==> src/shared/srp_pkg.sv <==
// Constants and types shared by the serial register port.
// Assumes a single core clock domain; serial pins are synchronised inside.
// Notes on behaviour
// Mode zero: clock idles low, sample leading.
// Slave only; never drives clock or select.
// Single access: address, one byte, deselect.
// Non-FIFO address increments after each byte.
// FIFO address held for whole frame.
// Master changes input data on falling edge.
// Input bit captured on rising edge.
// Output bit updated on falling edge.
// Select falling starts frame with address.
// Output released while select high.
// First byte: write flag, seven-bit address.
// Data bytes shifted most significant first.
// Select rising ends frame; restart address.
// Write returns register's old contents.
// Burst keeps select low, no address resend.
// Read drives register content next byte.
// Commit write only after eight bits.
`default_nettype none
package srp_pkg;
    localparam int ADDR_W = 7;
    localparam int DATA_W = 8;
    localparam int BIT_CNT_W = 3;
    localparam logic [6:0] FIFO_ADDR = 7'h00;
    localparam logic [2:0] LAST_BIT = 3'h7;
    localparam int DIR_BIT = 7;
    typedef enum logic [1:0] {SRP_IDLE, SRP_ADDR, SRP_DATA} srp_state_t;
endpackage
`default_nettype wire

==> src/hw/srp_slave.sv <==
// Serial slave port giving a master access to registers and a FIFO port.
// Assumes the pins are asynchronous and slow against core_clk (>= 8x).
`default_nettype none
module srp_slave (
    input wire logic core_clk,
    input wire logic resetn,
    input wire logic clk_en,
    input wire logic sel_n,
    input wire logic sclk,
    input wire logic sdi,
    output logic sdo,
    output logic sdo_oe,
    output logic [6:0] reg_addr,
    output logic reg_rd,
    output logic reg_wr,
    output logic [7:0] reg_wdata,
    input wire logic [7:0] reg_rdata,
    output logic frame_active
);
    logic sel_s;
    logic sel_rise;
    logic sel_fall;
    logic sclk_s;
    logic sclk_rise;
    logic sclk_fall;
    logic sdi_s;
    logic [7:0] rx_byte;
    logic tx_bit;

    srp_sync u_sel (
        .clk(core_clk), .resetn(resetn), .ce(clk_en), .init_val(1'b1),
        .async_in(sel_n), .sync_out(sel_s), .rise(sel_rise), .fall(sel_fall)
    );
    srp_sync u_sclk (
        .clk(core_clk), .resetn(resetn), .ce(clk_en), .init_val(1'b0),
        .async_in(sclk), .sync_out(sclk_s), .rise(sclk_rise), .fall(sclk_fall)
    );
    srp_sync u_sdi (
        .clk(core_clk), .resetn(resetn), .ce(clk_en), .init_val(1'b0),
        .async_in(sdi), .sync_out(sdi_s), .rise(), .fall()
    );

    srp_pkg::srp_state_t state_q;
    logic [2:0] bit_q;
    logic write_q;
    logic fifo_q;
    logic first_q;
    logic [6:0] addr_q;
    logic [7:0] wdata_q;
    logic rd_q;
    logic wr_q;
    logic load_q;
    logic step_q;

    wire in_frame = (state_q != srp_pkg::SRP_IDLE) && !sel_s;
    // Rising clock edges only count inside a frame.
    wire take_bit = in_frame && sclk_rise;
    wire byte_done = take_bit && (bit_q == srp_pkg::LAST_BIT);

    srp_shift u_shift (
        .clk(core_clk), .resetn(resetn), .ce(clk_en), .clear(sel_fall),
        .sample(take_bit), .sdi(sdi_s), .load(load_q), .load_val(reg_rdata),
        .shift_out(in_frame && sclk_fall && (bit_q != 3'h0) && !load_q), .rx_byte(rx_byte),
        .sdo(tx_bit)
    );

    always_ff @(posedge core_clk)
    begin
        if (!resetn)
            state_q <= srp_pkg::SRP_IDLE;
        else if (clk_en)
        begin
            if (sel_rise || sel_s)
                state_q <= srp_pkg::SRP_IDLE;
            else if (sel_fall)
                state_q <= srp_pkg::SRP_ADDR;
            else if (byte_done && state_q == srp_pkg::SRP_ADDR)
                state_q <= srp_pkg::SRP_DATA;
        end
    end

    always_ff @(posedge core_clk)
    begin
        if (!resetn)
            bit_q <= 3'h0;
        else if (clk_en)
        begin
            if (sel_fall)
                bit_q <= 3'h0;
            else if (take_bit)
                bit_q <= bit_q + 3'h1;
        end
    end

    always_ff @(posedge core_clk)
    begin
        if (!resetn)
        begin
            write_q <= 1'b0;
            fifo_q <= 1'b0;
            first_q <= 1'b0;
            addr_q <= 7'h00;
        end
        else if (clk_en)
        begin
            if (byte_done && state_q == srp_pkg::SRP_ADDR)
            begin
                write_q <= rx_byte[srp_pkg::DIR_BIT];
                addr_q <= rx_byte[6:0];
                fifo_q <= (rx_byte[6:0] == srp_pkg::FIFO_ADDR);
                first_q <= 1'b1;
            end
            else if (byte_done && state_q == srp_pkg::SRP_DATA)
                first_q <= 1'b0;
            else if (step_q && !fifo_q)
                addr_q <= addr_q + 7'h01;
        end
    end

    // Write data commits only on a full byte; a short byte is dropped.
    always_ff @(posedge core_clk)
    begin
        if (!resetn)
        begin
            wr_q <= 1'b0;
            rd_q <= 1'b0;
            load_q <= 1'b0;
            step_q <= 1'b0;
            wdata_q <= 8'h00;
        end
        else if (clk_en)
        begin
            wr_q <= byte_done && state_q == srp_pkg::SRP_DATA && write_q;
            if (byte_done && state_q == srp_pkg::SRP_DATA && write_q)
                wdata_q <= rx_byte;
            // The address steps in the write cycle, so the fetch that follows sees the next one.
            step_q <= byte_done && state_q == srp_pkg::SRP_DATA;
            rd_q <= (byte_done && state_q == srp_pkg::SRP_ADDR) || step_q;
            load_q <= rd_q;
        end
    end

    assign reg_addr = (byte_done && state_q == srp_pkg::SRP_ADDR) ? rx_byte[6:0] : addr_q;
    assign reg_rd = rd_q;
    assign reg_wr = wr_q;
    assign reg_wdata = wdata_q;
    assign frame_active = in_frame;
    assign sdo = tx_bit;
    assign sdo_oe = in_frame;
endmodule
`default_nettype wire

==> src/hw/srp_sync.sv <==
// Two-stage synchroniser with edge detection on the second stage output.
// Assumes the input is asynchronous to clk.
`default_nettype none
module srp_sync (
    input wire logic clk,
    input wire logic resetn,
    input wire logic ce,
    input wire logic init_val,
    input wire logic async_in,
    output logic sync_out,
    output logic rise,
    output logic fall
);
    logic meta_q;
    logic sync_q;
    logic prev_q;

    always_ff @(posedge clk)
    begin
        if (!resetn)
        begin
            meta_q <= init_val;
            sync_q <= init_val;
            prev_q <= init_val;
        end
        else if (ce)
        begin
            meta_q <= async_in;
            sync_q <= meta_q;
            prev_q <= sync_q;
        end
    end

    // Init value masks the output and edges only for the first enabled cycle after reset.
    logic live_q;
    always_ff @(posedge clk)
    begin
        if (!resetn)
            live_q <= 1'b0;
        else if (ce)
            live_q <= 1'b1;
    end

    assign sync_out = live_q ? sync_q : init_val;
    assign rise = live_q && ce && sync_q && !prev_q;
    assign fall = live_q && ce && !sync_q && prev_q;
endmodule
`default_nettype wire

==> src/hw/srp_shift.sv <==
// Eight-bit shifter: collects input bits and presents output bits, MSB first.
// Assumes strobes are one-cycle pulses from the synchronised serial clock.
`default_nettype none
module srp_shift (
    input wire logic clk,
    input wire logic resetn,
    input wire logic ce,
    input wire logic clear,
    input wire logic sample,
    input wire logic sdi,
    input wire logic load,
    input wire logic [7:0] load_val,
    input wire logic shift_out,
    output logic [7:0] rx_byte,
    output logic sdo
);
    logic [7:0] rx_q;
    logic [7:0] tx_q;

    always_ff @(posedge clk)
    begin
        if (!resetn)
            rx_q <= 8'h00;
        else if (ce)
        begin
            if (clear)
                rx_q <= 8'h00;
            else if (sample)
                rx_q <= {rx_q[6:0], sdi};
        end
    end

    always_ff @(posedge clk)
    begin
        if (!resetn)
            tx_q <= 8'h00;
        else if (ce)
        begin
            if (load)
                tx_q <= load_val;
            else if (shift_out)
                tx_q <= {tx_q[6:0], 1'b0};
        end
    end

    assign rx_byte = {rx_q[6:0], sdi};
    assign sdo = tx_q[7];
endmodule
`default_nettype wire

==> config.mk <==
export PLATFORM = sky130hd
export DESIGN_NAME = srp_slave
export DESIGN_NICKNAME = d
export VERILOG_FILES = /design/src/shared/srp_pkg.sv /design/src/hw/srp_slave.sv /design/src/hw/srp_sync.sv /design/src/hw/srp_shift.sv
export SDC_FILE = /design/constraint.sdc
export NUM_CORES = 1
export LEC_CHECK = 0
export BUFFER_PORTS_ARGS = -buffer_cell sky130_fd_sc_hd__buf_2
export CAP_MARGIN = 20
export CELL_PAD_IN_SITES_DETAIL_PLACEMENT = 1
export CELL_PAD_IN_SITES_GLOBAL_PLACEMENT = 1
export CORE_MARGIN = 3
export CORE_UTILIZATION = 46
export DETAILED_ROUTE_END_ITERATION = 10
export PLACE_DENSITY = 0.84
export SLEW_MARGIN = 10
export SYNTH_ARGS = -nofsm -noshare
export SYNTH_HDL_FRONTEND = slang
export SYNTH_SLANG_ARGS = --single-unit
==> constraint.sdc <==
create_clock -name core_clk -period 7.05 [get_ports core_clk]
set_clock_uncertainty 0.2 [all_clocks]
set_input_delay 2.115 -clock core_clk [delete_from_list [all_inputs] [get_ports core_clk]]
set_output_delay 2.115 -clock core_clk [all_outputs]
set_load 0.005 [all_outputs]
==> results.yml <==
status:
  status: "finished, final reports clean"
clock_tree:
  cts_buffers: 5
  cts_tree: "done"
  ctsResizeCount: 0
  clock-sinks: 50
  ctsHoldBuffers: 0
  post_cts_buffers: 0
  cts_max_path_buffers: 2
  cts-htree-levels: 2
  path_clk_slew_ns: 0.09
  clk_latency_ns: 0.30
  root_buffer: "clkbuf_8"
grt:
  gr-total-overflow: 0
  grt_first_pass_wirelength_um: 8700
  grt_max_degree: 43
  grtUsageTotal_pct: 17.7
  antenna_found_initial: 0
  grt_pass1_vias: 1813
logic_synthesis:
  yosys_warnings: 0
  synthMuxAreaShare_pct: 18.2
  ys_seq_area_share_pct: 42.4
  avgSynthCellArea_um2: 9.49
  synth_compound_area_share_pct: 10.5
  netlist_instances: 249
  synthTopCellsByArea: "dfxtp_1 (42%), mux2i_1 (15%), nor2b_1 (6.1%), nand2_1 (4.8%), mux2_2 (3.3%)"
  synth_top_family_by_area: "simple AND/OR/NAND/NOR gates"
  synth_top_cell_by_area: "dfxtp_1"
  yosysUniqueCellTypes: 43
  synth-xor-area-share_pct: 1.48
  synthArstFlopShare_pct: 0
  synthFlopType: "dfxtp_1"
  ys_ff_latch: 50
  syn_nets: 267
  synth_area_um2: 2360
  synthAdderAreaFrac_pct: 2.12
  synth-simple-area-share_pct: 21.0
  synth-edff-count: 0
  synthDominantCellAreaShare_pct: 42.4
placed_design:
  port_buffers: 33
  place_ws_ns: 0.853
  dp.cells: 336
  place_congestion: 0.754
  place.detailed.hpwl_um: 3660
finish:
  seqCellArea_um2: 1000
  final_cells: 343
  fin_nets: 294
  syn_to_final_growth_pct: 11.2
  final_common_cell: "dfxtp_1"
  final_cell_mix: "dfxtp_1 (50), mux2i_1 (35), buf_2 (33)"
  fin_util_pct: 54.2
  fill_cells: 572
  multi_input_area_um2: 1260
  diodes: 0
  layout-drive-gt1-share_pct: 19.6
sta:
  fmax_ghz: 0.161
  finalCritPeriodShare_pct: 87.9
  setup_viol_count_final: 0
  rsz0062_at_grt: "false"
  fin_ws_ns: 0.851
  hold_viol: 0
  drv_slew: 0
  worst_slew_pin_slew_ns: 1.07
  tns_ns: 0
  relSlewSlack_pct: 28.3
  fin_crit_ns: 6.20
floorplan:
  boundaryPins: 34
  die_area_um2: 6030
  coreArea_um2: 4850
  start_util_pct: 48.7
  num_rows: 25
  fp.dieH_um: 77.7
  die_w_um: 77.7
critical_path:
  worstSetupPathType: "in -> out"
  path_max_fanout: 22
  r2r.worst_path.cells: 5
  cp-endpoint: "reg_addr[0]"
  worstPathArrival_ns: 3.88
  regToRegStartpoint: "u_sclk.live_q"
  crit_path_start_kind: "input port"
  r2r_end: "reg_wdata[1]"
  critPathRequiredTime_ns: 4.74
  endpoint_kind: "output port"
  crit_start: "clk_en"
  r2r_slack_ns: 3.94
routing:
  route.met2.wl_um: 2490
  ant_nets: 0
  drtIter0Drc: 50
  drt_pass1_iterations: 4
  wl_met3_um: 141
  top_layer: "met4"
  wl_met1_um: 2470
  vias: 1782
  wl_per_cell_um: 15.1
  viasPerCell: 5.20
  totalWireLength_um: 5160
  drc: 0
run:
  cap_violations: 0
pwr:
  combPwrFrac_pct: 4.9
  power_density_nw_per_um2: 179
  p_int_w: 0.000364
  power.total_w: 0.000471
  p_seq_share_pct: 61.3
  peakVddDrop_mv: 0.102
  p_clk_share_pct: 33.8
  switching_share_pct: 22.7
  power.switching_w: 0.000107
  p_leak_nw: 1.18
worst_hold_path:
  hold_path_class: "reg -> reg"
[routing by layer]
| layer | vias to the layer above | GRT usage [%] |
|---|---|---|
| met3 | 7 | 3.60 |
| met5 | - | 0 |
| met2 | 18 | 29.4 |
| met4 | 0 | 5.34 |
| met1 | 858 | 23.1 |
| li1 | 899 | - |
[cell type report]
type | instances | share of cell area, %
timing repair buffer | 35 | 6.86
tap | 67 | 3.19
clock inverter | 1 | 0.286
sequential | 50 | 38.1
clock buffer | 6 | 2.76
inverter | 5 | 0.714
multi-input combinational | 179 | 48.1
[state kept, by name, summed over array words and instances (netlist names)]
register	flops
write_q	1
u_sclk.prev_q	1
fifo_q	1
u_sclk.sync_q	1
reg_wr	1
u_sdi.sync_q	1
reg_rd	1
bit_q	3
load_q	1
u_sel.meta_q	1
state_q	2
u_shift.rx_q	7
u_sdi.meta_q	1
u_shift.tx_q	8
u_sclk.live_q	1
u_sclk.meta_q	1
step_q	1
u_sel.prev_q	1
reg_wdata	8
addr_q	7
u_sel.sync_q	1
[through the flow]
| stage | hold slack, ns | cell area [µm²] |
|---|---|---|
| CTS | 0.271 | 2630 |
| finish | 0.269 | 2630 |
| global placement | 0.255 | 2550 |
| floorplan | 0.241 | 2360 |
| global route | 0.296 | 2630 |
| detailed placement | 0.260 | 2550 |
[how the worst min path moves through the flow]
| stage | start | endpoint | depth (start not counted) |
|---|---|---|---|
| 6_report | fifo_q | fifo_q | 2 |
| 4_1_cts | fifo_q | fifo_q | 2 |
| 3_5_place_dp | fifo_q | fifo_q | 2 |
| 2_1_floorplan | fifo_q | fifo_q | 2 |
| 5_1_grt | fifo_q | fifo_q | 2 |
| 3_3_place_gp | fifo_q | fifo_q | 2 |
[cells by family (layout without fill, tap and decap cells)]
group / count (synthesis) / after routing
AND/OR/NAND/NOR: 97 / 97
XOR/XNOR: 4 / 4
AO/OA/AOI/OAI: 32 / 32
flip-flops: 50 / 50
buffers and inverters: 20 / 47
multiplexers: 42 / 42
adder cells (fa/ha/maj): 4 / 4
[cells in the mapped netlist (all sizes together) (5+ instances only)]
library cell and number:
dfxtp 50, mux2i 35, nand2 30, nor2 23, nor2b 23, buf 10, o21ai 8, a21boi 7
mux2 7, clkbuf 5, inv 5
[power groups by stage]
| stage | sequential [W] | combinational [W] | clock, W |
|---|---|---|---|
| finish | 0.000289 | 0.0000231 | 0.000159 |
| floorplan | 0.000294 | 0.0000165 | 0 |
| global route | 0.000290 | 0.0000255 | 0.000177 |
| global placement | 0.000295 | 0.0000225 | 0 |
| detailed placement | 0.000296 | 0.0000231 | 0 |
| CTS | 0.000289 | 0.0000234 | 0.000167 |
[critical path, stage by stage]
cell and delay, ns:
buf_2 0.41, nand4b_1 0.30, or4_1 0.52, buf_4 0.22
nor2_2 0.13, a21o_1 0.09, buf_2 0.10
Note: power is estimated with default switching activity, not from simulation.
